### src/logic/adcs_pkg.sv
package adcs_pkg;
    // Register byte offsets
    localparam logic [7:0] OFS_CTRL0    = 8'h00;
    localparam logic [7:0] OFS_CTRL1    = 8'h04;
    localparam logic [7:0] OFS_RES_HI   = 8'h08;
    localparam logic [7:0] OFS_RES_LO   = 8'h0c;
    localparam logic [7:0] OFS_IRQ_STAT = 8'h10;
    localparam logic [7:0] OFS_IRQ_EN   = 8'h14;

    // converter_control_zero fields
    localparam int unsigned C0_START    = 7;
    localparam int unsigned C0_BUSY     = 6;
    localparam int unsigned C0_PWR      = 5;
    localparam int unsigned C0_FMT      = 4;
    localparam int unsigned C0_CHAN_LSB = 0;
    localparam int unsigned CHAN_W      = 4;

    // converter_control_one fields
    localparam int unsigned C1_SRC_LSB = 5;
    localparam int unsigned SRC_W      = 3;
    localparam int unsigned C1_REF_LSB = 3;
    localparam int unsigned REF_W      = 2;
    localparam int unsigned C1_DIV_LSB = 0;
    localparam int unsigned DIV_W      = 3;

    // Interrupt status and enable fields
    localparam int unsigned IS_DONE = 0;
    localparam int unsigned IE_CVT  = 0;
    localparam int unsigned IE_GLB  = 1;

    // Reset values
    localparam logic [7:0] RST_CTRL0 = 8'h00;
    localparam logic [7:0] RST_CTRL1 = 8'h00;

    // Conversion timing in converter clocks
    localparam int unsigned RES_W        = 12;
    localparam int unsigned SAMPLE_CLKS  = 4;
    localparam int unsigned CONVERT_CLKS = 12;
    localparam int unsigned DIV_LOG_MAX  = 7;

    // Source and reference codes
    localparam logic [2:0] SRC_EXT0    = 3'h0;
    localparam logic [2:0] SRC_BANDGAP = 3'h1;
    localparam logic [2:0] SRC_GND_LO  = 3'h2;
    localparam logic [2:0] SRC_GND_HI  = 3'h4;
    localparam logic [1:0] REF_SUPPLY  = 2'h1;

    typedef enum logic [2:0]
    {
        ADCS_IDLE    = 3'h1,
        ADCS_SAMPLE  = 3'h2,
        ADCS_CONVERT = 3'h4
    } adcs_state_t;
endpackage

### src/logic/adcs_clk_div.sv
`timescale 1ns/100ps
`default_nettype none
module adcs_clk_div #(
    parameter int unsigned LOG_MAX = 7
) (
    // Clock and reset
    input  wire logic               pclk,
    input  wire logic               presetn,
    // Control
    input  wire logic               restart,
    input  wire logic [2:0]         sel,
    // Converter clock tick
    output logic                    tick
);
    typedef struct packed {
        logic [LOG_MAX-1:0] cnt;
    } adcs_div_t;

    adcs_div_t            s_r;
    adcs_div_t            s_nxt;
    logic [LOG_MAX:0]     one_hot;
    logic [LOG_MAX-1:0]   mask;

    // Power-of-two divide, one tick per 2**sel pclk cycles
    assign one_hot = (LOG_MAX+1)'(1) << sel;
    assign mask    = LOG_MAX'(one_hot - (LOG_MAX+1)'(1));
    assign tick    = (s_r.cnt & mask) == mask;

    always_comb
    begin
        s_nxt = s_r;
        if (restart)
            s_nxt.cnt = '0;
        else
            s_nxt.cnt = s_r.cnt + LOG_MAX'(1);
    end

    always_ff @(posedge pclk or negedge presetn)
    begin
        if (!presetn)
            s_r <= '0;
        else
            s_r <= s_nxt;
    end
endmodule
`default_nettype wire

### src/logic/adcs_top.sv
// Function
// - Each conversion: 4 converter clocks sampling, then 12 clocks converting
// - Start bit written high then low by software begins a conversion
// - Busy flag reads one while a conversion runs
// - Busy clears at completion; result then readable in high and low bytes
// - Result is 12 bits; full scale code fff equals the reference
// - Code equals input times 4096 over reference; one step is ref/4096
// - Clearing power enable switches converter off; must be set before starting
// - Interrupt output only when global and converter enables are both set
// - Reference comes from the external pin or the analog supply
// - Format bit arranges the 12-bit result across the two bytes
// - Converter clock is system clock through a three-bit divider select
// - External source connects the channel named by the channel select field
// - Divider is a power of two, 1 at code 0 to 128 at 7
// - Source 1 bandgap, 0 and 5..7 external, 2..4 ground
// - Reference code 01 selects the analog supply, others the pin
// - Completion sets the interrupt flag whatever the enables
`timescale 1ns/100ps
`default_nettype none
module adcs_top
(
    // APB slave
    input  wire logic               pclk,
    input  wire logic               presetn,
    input  wire logic               psel,
    input  wire logic               penable,
    input  wire logic               pwrite,
    input  wire logic [7:0]         paddr,
    input  wire logic [31:0]        pwdata,
    output logic                    pready,
    output logic [31:0]             prdata,
    output logic                    pslverr,
    // Analog front end control
    output logic                    conv_power_en,
    output logic                    sample_hold,
    output logic [adcs_pkg::RES_W-1:0] sar_dac,
    input  wire logic               comparator_hi,
    output logic                    ext_channel_en,
    output logic [3:0]              ext_channel_sel,
    output logic                    bandgap_sel,
    output logic                    ground_sel,
    output logic                    ref_supply_sel,
    output logic                    ref_pin_sel,
    // Interrupt
    output logic                    irq
);
    import adcs_pkg::*;

    typedef struct packed {
        adcs_state_t          fsm;
        logic [3:0]           cnt;
        logic [RES_W-1:0]     trial;
        logic [RES_W-1:0]     probe;
        logic [RES_W-1:0]     result;
        logic                 start;
        logic                 pwr;
        logic                 fmt;
        logic [CHAN_W-1:0]    chan;
        logic [SRC_W-1:0]     src;
        logic [REF_W-1:0]     refsel;
        logic [DIV_W-1:0]     div;
        logic                 done_flag;
        logic                 cvt_en;
        logic                 glb_en;
        logic [31:0]          rdata;
        logic                 cmp_s1;
        logic                 cmp_s2;
    } adcs_st_t;

    adcs_st_t             s_r;
    adcs_st_t             s_nxt;
    logic                 tick;
    logic                 trig;
    logic                 done;
    logic                 wr;
    logic                 busy;
    logic [RES_W-1:0]     decided;
    logic [7:0]           res_hi;
    logic [7:0]           res_lo;

    adcs_clk_div #(
        .LOG_MAX (DIV_LOG_MAX)
    ) u_div (
        .pclk    (pclk),
        .presetn (presetn),
        .restart (trig),
        .sel     (s_r.div),
        .tick    (tick)
    );

    assign busy = s_r.fsm != ADCS_IDLE;
    assign wr   = psel && penable && pwrite;

    // Left justified with format 0, right justified with format 1
    assign res_hi = s_r.fmt ? {4'h0, s_r.result[11:8]} : s_r.result[11:4];
    assign res_lo = s_r.fmt ? s_r.result[7:0] : {s_r.result[3:0], 4'h0};

    // Keep the bit under test if the input is above the trial level
    assign decided = s_r.cmp_s2 ? s_r.trial : (s_r.trial & ~s_r.probe);

    always_comb
    begin
        s_nxt        = s_r;
        trig         = 1'b0;
        done         = 1'b0;
        s_nxt.cmp_s1 = comparator_hi;
        s_nxt.cmp_s2 = s_r.cmp_s1;

        // Read data is latched in the setup phase so prdata is a flop
        if (psel && !penable)
        begin
            unique case (paddr)
                OFS_CTRL0:    s_nxt.rdata = {24'h0, s_r.start, busy, s_r.pwr,
                                             s_r.fmt, s_r.chan};
                OFS_CTRL1:    s_nxt.rdata = {24'h0, s_r.src, s_r.refsel, s_r.div};
                OFS_RES_HI:   s_nxt.rdata = {24'h0, res_hi};
                OFS_RES_LO:   s_nxt.rdata = {24'h0, res_lo};
                OFS_IRQ_STAT: s_nxt.rdata = {31'h0, s_r.done_flag};
                OFS_IRQ_EN:   s_nxt.rdata = {30'h0, s_r.glb_en, s_r.cvt_en};
                default:      s_nxt.rdata = 32'h0;
            endcase
        end

        if (wr)
        begin
            unique case (paddr)
                OFS_CTRL0:
                begin
                    s_nxt.start = pwdata[C0_START];
                    s_nxt.pwr   = pwdata[C0_PWR];
                    s_nxt.fmt   = pwdata[C0_FMT];
                    s_nxt.chan  = pwdata[C0_CHAN_LSB +: CHAN_W];
                end
                OFS_CTRL1:
                begin
                    s_nxt.src    = pwdata[C1_SRC_LSB +: SRC_W];
                    s_nxt.refsel = pwdata[C1_REF_LSB +: REF_W];
                    s_nxt.div    = pwdata[C1_DIV_LSB +: DIV_W];
                end
                OFS_IRQ_EN:
                begin
                    s_nxt.cvt_en = pwdata[IE_CVT];
                    s_nxt.glb_en = pwdata[IE_GLB];
                end
                default:
                begin
                end
            endcase
        end

        // High then low on the start bit arms one conversion
        trig = s_r.start && !s_nxt.start && s_nxt.pwr;

        if (!s_nxt.pwr)
        begin
            // Abandon the run, result registers untouched
            s_nxt.fsm   = ADCS_IDLE;
            s_nxt.cnt   = 4'h0;
            // Trial code back to zero so the DAC idles like after a clean finish
            s_nxt.trial = '0;
        end
        else if (trig)
        begin
            // A restart while busy throws the running conversion away
            s_nxt.fsm   = ADCS_SAMPLE;
            s_nxt.cnt   = 4'h0;
            s_nxt.trial = '0;
        end
        else
        begin
            unique case (s_r.fsm)
                ADCS_IDLE:
                begin
                end
                ADCS_SAMPLE:
                begin
                    if (tick)
                    begin
                        if (s_r.cnt == 4'(SAMPLE_CLKS - 1))
                        begin
                            s_nxt.fsm   = ADCS_CONVERT;
                            s_nxt.cnt   = 4'h0;
                            s_nxt.probe = {1'b1, {(RES_W-1){1'b0}}};
                            s_nxt.trial = {1'b1, {(RES_W-1){1'b0}}};
                        end
                        else
                            s_nxt.cnt = s_r.cnt + 4'h1;
                    end
                end
                ADCS_CONVERT:
                begin
                    if (tick)
                    begin
                        // One result bit per converter clock, msb first
                        s_nxt.probe = s_r.probe >> 1;
                        s_nxt.trial = decided | (s_r.probe >> 1);
                        if (s_r.cnt == 4'(CONVERT_CLKS - 1))
                        begin
                            s_nxt.fsm    = ADCS_IDLE;
                            s_nxt.result = decided;
                            s_nxt.trial  = '0;
                            done         = 1'b1;
                        end
                        else
                            s_nxt.cnt = s_r.cnt + 4'h1;
                    end
                end
            endcase
        end

        // Completion wins over a same-cycle write-one clear
        s_nxt.done_flag = (s_r.done_flag &
                           !(wr && paddr == OFS_IRQ_STAT && pwdata[IS_DONE])) | done;
    end

    always_ff @(posedge pclk or negedge presetn)
    begin
        if (!presetn)
        begin
            s_r        <= '0;
            s_r.fsm    <= ADCS_IDLE;
            s_r.start  <= RST_CTRL0[C0_START];
            s_r.src    <= RST_CTRL1[C1_SRC_LSB +: SRC_W];
        end
        else
            s_r <= s_nxt;
    end

    assign pready  = 1'b1;
    assign prdata  = s_r.rdata;
    assign pslverr = psel && penable &&
                     !(paddr inside {OFS_CTRL0, OFS_CTRL1, OFS_RES_HI,
                                     OFS_RES_LO, OFS_IRQ_STAT, OFS_IRQ_EN});

    assign conv_power_en   = s_r.pwr;
    assign sample_hold     = s_r.fsm == ADCS_SAMPLE;
    assign sar_dac         = s_r.trial;
    // Source decode; channel pads stay open unless an external code is chosen
    assign bandgap_sel     = s_r.pwr && s_r.src == SRC_BANDGAP;
    assign ground_sel      = s_r.pwr && s_r.src >= SRC_GND_LO && s_r.src <= SRC_GND_HI;
    assign ext_channel_en  = s_r.pwr && !bandgap_sel && !ground_sel;
    assign ext_channel_sel = s_r.chan;
    // Reference routing
    assign ref_supply_sel  = s_r.refsel == REF_SUPPLY;
    assign ref_pin_sel     = !ref_supply_sel;
    // Both enables gate the flag onto the line
    assign irq             = s_r.done_flag && s_r.cvt_en && s_r.glb_en;

    // Ticks since the last trigger, for checking only
    logic [4:0] tk_r;
    always_ff @(posedge pclk or negedge presetn)
    begin
        if (!presetn)
            tk_r <= 5'h0;
        else if (trig)
            tk_r <= 5'h0;
        else if (busy && tick)
            tk_r <= tk_r + 5'h1;
    end

    property p_start;
        @(posedge pclk) disable iff (!presetn)
        trig |=> s_r.fsm == ADCS_SAMPLE && busy;
    endproperty
    a_start: assert property (p_start) else $error("start edge did not begin sampling");

    property p_len;
        @(posedge pclk) disable iff (!presetn)
        done |-> tk_r == 5'd15;
    endproperty
    a_len: assert property (p_len) else $error("conversion not 16 converter clocks");

    property p_sample_to_conv;
        @(posedge pclk) disable iff (!presetn)
        $rose(s_r.fsm == ADCS_CONVERT) |-> tk_r == 5'd4 && sar_dac == 12'h800;
    endproperty
    a_sample_to_conv: assert property (p_sample_to_conv) else $error("bad sampling phase");

    property p_done_busy;
        @(posedge pclk) disable iff (!presetn)
        done |=> !busy && s_r.result == $past(decided);
    endproperty
    a_done_busy: assert property (p_done_busy) else $error("busy or result wrong at end");

    property p_flag;
        @(posedge pclk) disable iff (!presetn)
        done |=> s_r.done_flag;
    endproperty
    a_flag: assert property (p_flag) else $error("completion flag not set");

    property p_irq;
        @(posedge pclk) disable iff (!presetn)
        irq |-> s_r.cvt_en && s_r.glb_en && s_r.done_flag;
    endproperty
    a_irq: assert property (p_irq) else $error("interrupt without both enables");

    property p_irq_done;
        @(posedge pclk) disable iff (!presetn)
        done && s_r.cvt_en && s_r.glb_en && !wr |=> irq;
    endproperty
    a_irq_done: assert property (p_irq_done) else $error("enabled completion gave no interrupt");

    property p_abort;
        @(posedge pclk) disable iff (!presetn)
        busy && !s_nxt.pwr |=> !busy && $stable(s_r.result) && !$rose(s_r.done_flag) &&
                               sar_dac == '0;
    endproperty
    a_abort: assert property (p_abort) else $error("power off did not abort cleanly");

    property p_route;
        @(posedge pclk) disable iff (!presetn)
        s_r.pwr && s_r.src == SRC_BANDGAP |-> bandgap_sel && !ext_channel_en && !ground_sel;
    endproperty
    a_route: assert property (p_route) else $error("bandgap routing wrong");

    property p_ref;
        @(posedge pclk) disable iff (!presetn)
        ref_supply_sel |-> s_r.refsel == 2'h1 && !ref_pin_sel;
    endproperty
    a_ref: assert property (p_ref) else $error("reference routing wrong");

    c_done: cover property (@(posedge pclk) disable iff (!presetn) done);
    c_restart: cover property (@(posedge pclk) disable iff (!presetn) busy && trig);
    c_abort: cover property (@(posedge pclk) disable iff (!presetn) busy && !s_nxt.pwr);
    c_irq: cover property (@(posedge pclk) disable iff (!presetn) $rose(irq));
endmodule
`default_nettype wire

### config.mk
export PLATFORM = sky130hd
export DESIGN_NAME = adcs_top
export DESIGN_NICKNAME = d
export VERILOG_FILES = /design/src/logic/adcs_pkg.sv /design/src/logic/adcs_clk_div.sv /design/src/logic/adcs_top.sv
export SDC_FILE = /design/constraint.sdc
export NUM_CORES = 1
export LEC_CHECK = 0
export BUFFER_PORTS_ARGS = -buffer_cell sky130_fd_sc_hd__buf_2
export CORE_UTILIZATION = 48
export CTS_BUF_LIST = sky130_fd_sc_hd__clkbuf_2
export DETAILED_ROUTE_END_ITERATION = 8
export GPL_TIMING_DRIVEN = 0
export PLACE_DENSITY_LB_ADDON = 0.05
export SLEW_MARGIN = 20
export SYNTH_ARGS = -nofsm -noshare
export SYNTH_HDL_FRONTEND = slang
export SYNTH_SLANG_ARGS = --single-unit
### constraint.sdc
create_clock -name pclk -period 3.7 [get_ports pclk]
set_input_delay 0.555 -clock pclk [delete_from_list [all_inputs] [get_ports pclk]]
set_output_delay 0.555 -clock pclk [all_outputs]
set_load 0.05 [all_outputs]
Word level (Yosys, flattened, before mapping) --
Cells that the tools add are included.
Operators by class: add/subtract/negate cells 3, $lt $le $gt $ge 2, equal/unequal tests 22, shifts and indexed selects 1, muxes and demuxes 25, bitwise logic cells 7, reduce and logical (&&, ||, !) cells 33
Operators by type and width (count):
- case mux 31 bit (2 select lines) | 1
- case mux 8 bit (6 select lines) | 1
- 2-to-1 mux 43 bit | 1
- 2-to-1 mux 19 bit | 2
- 2-to-1 mux 12 bit | 3
- 2-to-1 mux 31 bit | 1
- 2-to-1 mux 24 bit | 1
- 2-to-1 mux 8 bit | 3
- == test 8 x 4 -> 1 bit (second input constant) | 2
- == test 8 x 5 -> 1 bit (second input constant) | 2
- logical AND 1 bit | 15
- 2-to-1 mux 15 bit | 1
- 2-to-1 mux 7 bit | 2
- AND 12 bit | 1
- != test 4 x 2 -> 1 bit (second input constant) | 3
- != test 4 bit (second input constant) | 3
- NOT 12 bit | 1
- OR 12 x 11 -> 12 bit | 1
- AND reduction 5 bit | 2
- == test 8 x 3 -> 1 bit (second input constant) | 1
- logical NOT 8 bit | 1
- 2-to-1 mux 4 bit | 2
- AND reduction 4 bit | 2
- adder 7 x 1 -> 7 bit (second input constant) | 1
- other kinds (26) | 40
Storage, ports and cells: register bits after elaboration 102, input bits 46, output and inout port bits 58, word-level logic and storage cells 112

Longest topological paths before layout --
word-level depth 9, gate-level depth with buffers 13

Modules after synthesis --
Synthesis repeated with hierarchy kept, for this count alone.
Second synthesis, totals: cell total of the unflattened synthesis 486, area, all modules 4390.5 um2
By module, submodules not included:
- adcs_top | times used 1, cells each 447, area an instance 4033.9 um2
- adcs_clk_div | times used 1, cells each 39, area an instance 356.6 um2

Worst setup path after synthesis --
OpenSTA, ideal clock, no wires.
path type register to register, from reg s_r[93] in the netlist's numbering, to reg s_r[52] in the netlist's numbering, library setup time 0.127 ns, data arrival time 2.924 ns, required time 3.573 ns, setup slack 0.649 ns, cell stages (with the launch flop) 8, path buffers 1, clock period less this slack 3.051 ns, cell sequence dfrtp_1 > nor3b_1 > a21oi_1 > nor2_2 > nand3_4 > or3_1 > buf_2 > mux2_1
Between the ends: longest elaborated chain between the ends 2
Ends and longest elaborated chain:
- from (decl) | line adcs_top.sv:70 | adcs_st_t s_r;
- from (signal assigned) | line adcs_top.sv:226 | s_r <= s_nxt;
- == test 3 bit | line adcs_top.sv:171 | unique case (s_r.fsm)
- AND reduction 5 bit (no source line)
Every way passes these cells. A chain may end at the register's enable or synchronous reset.

Worst setup path after layout --
from reg s_r[37] in the netlist's numbering, to reg s_r (netlist bit sar_dac[0])
Between the ends: longest elaborated chain between the ends 6, elaborated cells between the ends (all ways) 7
Ends and longest elaborated chain:
- << shifter 1 x 3 -> 7 bit (*) | line adcs_clk_div.sv:25 | assign one_hot = (LOG_MAX+1)'(1) << sel;
- subtractor 7 x 1 -> 7 bit (*) | line adcs_clk_div.sv:26 | assign mask = LOG_MAX'(one_hot - (LOG_MAX+1)'(1));
- AND 7 bit | line adcs_clk_div.sv:27 | assign tick = (s_r.cnt & mask) == mask;
- == test 7 bit (*) | line adcs_clk_div.sv:27
- != test 4 bit (no source line) or != test 4 x 2 -> 1 bit (tied branches)
- AND reduction 4 bit (no source line) (*)
Every way passes the cells marked *; elsewhere a longest branch is shown, timed or not.

==> impl_results.html <==
<table>
<tr><th>Metric</th><th>Value</th></tr>
<tr><th colspan="2">Route</th></tr>
<tr><td>Detailed Routing Iterations Pass 1</td><td>4</td></tr>
<tr><td>Antenna Violating Nets Remaining</td><td>0</td></tr>
<tr><td>Vias per std cell</td><td>between 5 and 6</td></tr>
<tr><td>Wire length after detailed routing</td><td>9479 microns</td></tr>
<tr><td>Residual DRC count</td><td>0</td></tr>
<tr><td>Number of vias in the routed layout</td><td>3460</td></tr>
<tr><td>Routed WL per cell</td><td>14.17 microns</td></tr>
<tr><td>Starting DRC count in detailed routing</td><td>156</td></tr>
<tr><th colspan="2">Finish</th></tr>
<tr><td>Diodes inserted</td><td>0</td></tr>
<tr><td>Total Nets Final</td><td>605</td></tr>
<tr><td>Area delta synth-&gt;final</td><td>14.52%</td></tr>
<tr><td>Share of the core filled with cells</td><td>~57%</td></tr>
<tr><td>Layout cells sized above 1</td><td>about a quarter</td></tr>
<tr><th colspan="2">STA</th></tr>
<tr><td>Tightest Pin Transition</td><td>0.7435 ns</td></tr>
<tr><td>Fmax</td><td>332.3 MHz</td></tr>
<tr><td>Unrepaired setup endpoints after global routing</td><td>false</td></tr>
<tr><td>Clock tree skew after final layout</td><td>0.03310 ns</td></tr>
<tr><td>Sum Neg Setup Slack</td><td>0 ns</td></tr>
<tr><td>Final Hold Violating Endpoints</td><td>0</td></tr>
<tr><td>Fin crit share</td><td>approximately four fifths</td></tr>
<tr><td>Final number of setup-violating endpoints</td><td>0</td></tr>
<tr><td>Relative max-transition margin</td><td>49.02%</td></tr>
<tr><td>Shortest period the worst path allows</td><td>3.010 ns</td></tr>
<tr><td>Max Transition Viols Final</td><td>0</td></tr>
<tr><th colspan="2">Worst setup path</th></tr>
<tr><td>Stage delay of the slowest cell on the critical path</td><td>0.41 ns</td></tr>
<tr><td>CP max FO</td><td>10</td></tr>
<tr><td>Number of cell instances on the worst register-to-register path</td><td>11</td></tr>
<tr><td>Cell Chain, Critical Path</td><td>clkbuf_1 &gt; or3_1 &gt; ha_1 &gt; nor2_1 &gt; a31oi_1 &gt; and4b_1 &gt; buf_2 &gt; nor3b_1 &gt; clkbuf_1 &gt; o2111ai_1 &gt; nand2_1</td></tr>
<tr><td>Setup crit end kind</td><td>register</td></tr>
<tr><td>Worst R2R Setup Slack</td><td>0.69 ns</td></tr>
<tr><td>Worst R2R Start</td><td>s_r[37]</td></tr>
<tr><td>CP max-delay cell</td><td>sky130_fd_sc_hd__clkbuf_1</td></tr>
<tr><td>Data arrival time of the critical path</td><td>3.48 ns</td></tr>
<tr><td>Endpoint of the most critical setup path</td><td>sar_dac[0]</td></tr>
<tr><td>Critical Path RT</td><td>roughly 4.2 ns</td></tr>
<tr><td>Worst Setup Start Kind</td><td>register</td></tr>
<tr><td>Reg-to-reg endpoint</td><td>sar_dac[0]</td></tr>
<tr><td>Critical Path Start</td><td>s_r[37]</td></tr>
<tr><td>Kind of critical path</td><td>reg -&gt; reg</td></tr>
<tr><td>Top cell by count, worst path</td><td>sky130_fd_sc_hd__clkbuf_1</td></tr>
<tr><th colspan="2">Synth</th></tr>
<tr><td>Leading cell types by count after synthesis</td><td>78 x sky130_fd_sc_hd__nand2_1, 77 x sky130_fd_sc_hd__dfrtp_1, 49 x sky130_fd_sc_hd__buf_4</td></tr>
<tr><td>Prevailing post-synth register cell</td><td>sky130_fd_sc_hd__dfrtp_1</td></tr>
<tr><td>Top cell type's share of synthesized area</td><td>44.10%</td></tr>
<tr><td>Synth Instances</td><td>466</td></tr>
<tr><td>Ranking of synthesized cells by area</td><td>sky130_fd_sc_hd__dfrtp_1 44%, sky130_fd_sc_hd__buf_4 8.4%, sky130_fd_sc_hd__nand2_1 6.7%</td></tr>
<tr><td>#FFs+latches synth</td><td>just under 80</td></tr>
<tr><td>Syn Area/Cell</td><td>roughly 9.4 sq um</td></tr>
<tr><td>Post-synth EDFFs</td><td>0</td></tr>
<tr><td>Count of synthesis-stage warnings from yosys</td><td>0</td></tr>
<tr><td>Cell variety after synth</td><td>56</td></tr>
<tr><td>Most numerous cell in the Yosys netlist</td><td>sky130_fd_sc_hd__nand2_1</td></tr>
<tr><td>Share of async-settable or async-resettable flops after synthesis</td><td>100.0%</td></tr>
<tr><td>Largest area contributor in the netlist</td><td>sky130_fd_sc_hd__dfrtp_1</td></tr>
<tr><td>Sequential fraction of the synthesis area</td><td>44.70%</td></tr>
<tr><td>Cell area after synthesis</td><td>~4400 sq um</td></tr>
<tr><th colspan="2">CTS</th></tr>
<tr><td>Clock network latency to the later pin of the worst-skew pair</td><td>~0.52 ns</td></tr>
<tr><td>Clock buffer count from CTS</td><td>9</td></tr>
<tr><td>CTS tree</td><td>done</td></tr>
<tr><td>Clock transition at the registers of the reported paths</td><td>about 0.21 ns</td></tr>
<tr><td>Sinks on the clock net</td><td>78</td></tr>
<tr><td>Maximum level of the CTS H-tree</td><td>3</td></tr>
<tr><td>Root cell of the clock tree</td><td>sky130_fd_sc_hd__clkbuf_2</td></tr>
<tr><td>CTS Buffer Depth</td><td>2</td></tr>
<tr><td>Gates resized, CTS repair</td><td>0</td></tr>
<tr><th colspan="2">Run status</th></tr>
<tr><td>Run status</td><td>complete, no violations</td></tr>
<tr><th colspan="2">Power and ir drop</th></tr>
<tr><td>Sum of internal, switching and leakage power</td><td>1.473 mW</td></tr>
<tr><td>Switching fraction of total power</td><td>28.21%</td></tr>
<tr><td>Power density relative to cell area</td><td>294.4 nW/um^2</td></tr>
<tr><td>Leakage</td><td>between 2 and 2.5 nW</td></tr>
<tr><td>Proportion of power drawn by the clock network</td><td>roughly 30%</td></tr>
<tr><td>Combinational share of power</td><td>11.4%</td></tr>
<tr><td>Cell-internal power</td><td>1.057 mW</td></tr>
<tr><td>Peak VDD IR</td><td>0.0001306 V</td></tr>
<tr><td>Register share of total power</td><td>58.5%</td></tr>
<tr><td>Net switching component of the power</td><td>0.4155 mW</td></tr>
<tr><th colspan="2">Place</th></tr>
<tr><td>HPWL Detailed</td><td>7053 microns</td></tr>
<tr><td>Weighted congestion at the end of routability-driven global placement</td><td>0.8810</td></tr>
<tr><td>Number of buffer cells added on primary ports</td><td>54</td></tr>
<tr><th colspan="2">Hold path</th></tr>
<tr><td>Worst min-delay path category</td><td>in -&gt; reg</td></tr>
<tr><th colspan="2">Global route</th></tr>
<tr><td>Antenna violations before repair</td><td>0</td></tr>
<tr><td>Wire length of the first global-routing pass</td><td>16220 microns</td></tr>
<tr><td>Number of global-route vias before repair</td><td>3236</td></tr>
<tr><td>Largest net degree at the start of global routing</td><td>49</td></tr>
<tr><td>Total track usage</td><td>a little over a fifth</td></tr>
<tr><td>Global route total overflow</td><td>0</td></tr>
<tr><th colspan="2">Floorplan</th></tr>
<tr><td>Die Outline Area</td><td>approximately 9500 sq um</td></tr>
<tr><td>Top Ports</td><td>104</td></tr>
<tr><td>Die height</td><td>97.41 microns</td></tr>
<tr><td>CORE AREA</td><td>8763 sq um</td></tr>
<tr><td>Effective utilization at floorplan</td><td>49.86%</td></tr>
<tr><td>Horiz. Die Dim</td><td>97.41 microns</td></tr>
<tr><td>Floorplan row count</td><td>34</td></tr>
<tr><th colspan="2">Flow run</th></tr>
<tr><td>Max cap viols</td><td>0</td></tr>
</table>
## placed cells by master (no fill, tap or decap), types with 4 or more instances in the layout
cell type and instances:
sky130_fd_sc_hd__nor3_1 6, sky130_fd_sc_hd__and3_1 6, sky130_fd_sc_hd__nand3_1 14, sky130_fd_sc_hd__o21ai_0 33, sky130_fd_sc_hd__clkbuf_2 10, sky130_fd_sc_hd__mux2_2 18
sky130_fd_sc_hd__nor3b_1 8, sky130_fd_sc_hd__mux2i_1 21, sky130_fd_sc_hd__dfrtp_1 77, sky130_fd_sc_hd__nand2_1 78, sky130_fd_sc_hd__or3_1 5, sky130_fd_sc_hd__buf_2 56
sky130_fd_sc_hd__conb_1 25, sky130_fd_sc_hd__a21oi_1 21, sky130_fd_sc_hd__clkbuf_1 13, sky130_fd_sc_hd__nor2b_1 7, sky130_fd_sc_hd__nand3b_1 4, sky130_fd_sc_hd__nor2_1 22
sky130_fd_sc_hd__buf_4 50, sky130_fd_sc_hd__inv_1 14, sky130_fd_sc_hd__clkinv_1 4, sky130_fd_sc_hd__a22o_1 4
## metal layers
metal	up-vias	wire (microns)	track usage, %
met3	17	420	4.245
met5	-	0	0
li1	1729	-	-
met1	1630	4473	29.13
met2	84	4414	33.62
met4	0	170	8.371
## critical path: cells and delay by family, from the launching register on
kind | cells | cell delay [ns]
AOI/OAI and AO/OA | 2 | 0.35
adders and majority gates | 1 | 0.28
buffers and inverters | 3 | 0.84
DFF | 1 | 0.40
and+or+nand+nor | 5 | 1.12
## cell type report
| type | instances | area (sq um) |
|---|---|---|
| inverters | 14 | 52.55 |
| fillers | 839 | 3760 |
| multi-input cells | 330 | 1996 |
| flip-flops and latches | 78 | 1953 |
| plain buffers | 67 | 454.2 |
| repair buffers | 56 | 310.3 |
| clock inverters | 6 | 52.55 |
| clock buffers | 10 | 50.05 |
| well taps | 108 | 135.1 |
## logic make-up after synthesis
group                      synth area share [%]
and+or+nand+nor                           19.16
AOI/OAI and AO/OA                         11.74
buffers and inverters                     11.60
DFF                                       44.70
muxes                                     10.57
xor gates and xnor gates                  1.203
adders and majority gates                0.8592
other                                    0.1719
## per-stage QoR
stage | instances | setup slack, ns | instance area [sq um] | hold WS (ns)
after global routing | 669 | 0.4764 | 5004 | 0.08529
after CTS | 669 | 0.6753 | 5004 | 0.09402
after global placement | 651 | 0.7404 | 4861 | 0.3343
after floorplan | 489 | 0.6490 | 4456 | 0.2594
after detailed placement | 652 | 0.7015 | 4891 | 0.3405
final | 669 | 0.6903 | 5004 | 0.1473
## power by group through the flow
stage	logic, mW	registers (mW)	clock network, mW
after global routing	0.182	0.864	0.490
after floorplan	0.118	0.877	0
after global placement	0.163	0.877	0
final	0.168	0.862	0.442
after detailed placement	0.167	0.877	0
after CTS	0.168	0.862	0.460
## flip-flops by register name, indices dropped and copies added (netlist names)
| name | count |
|---|---|
| s_r | 45 |
| ext_channel_sel | 4 |
| prdata | 8 |
| u_div.s_r | 7 |
| conv_power_en | 1 |
| s_nxt | 1 |
| sar_dac | 12 |
## timing repair
| item | 4_1_cts | 5_1_grt |
|---|---|---|
| hold endpoints to repair | 30 | 0 |
| buffers inserted | 0 | 0 |
| hold buffers | 1 | 0 |
## worst min path at each step
stage                             start             to  slack [ns]  cells after the start
after global placement         s_nxt[0]         s_r[0]        0.33                      0
after global routing      comparator_hi       s_nxt[0]        0.09                      1
after detailed placement       s_nxt[0]         s_r[0]        0.34                      0
after CTS                 comparator_hi       s_nxt[0]        0.09                      1
after floorplan                 presetn  conv_power_en        0.26                      0
final                     comparator_hi       s_nxt[0]        0.15                      1
Note: power is estimated with default switching activity, not from simulation.
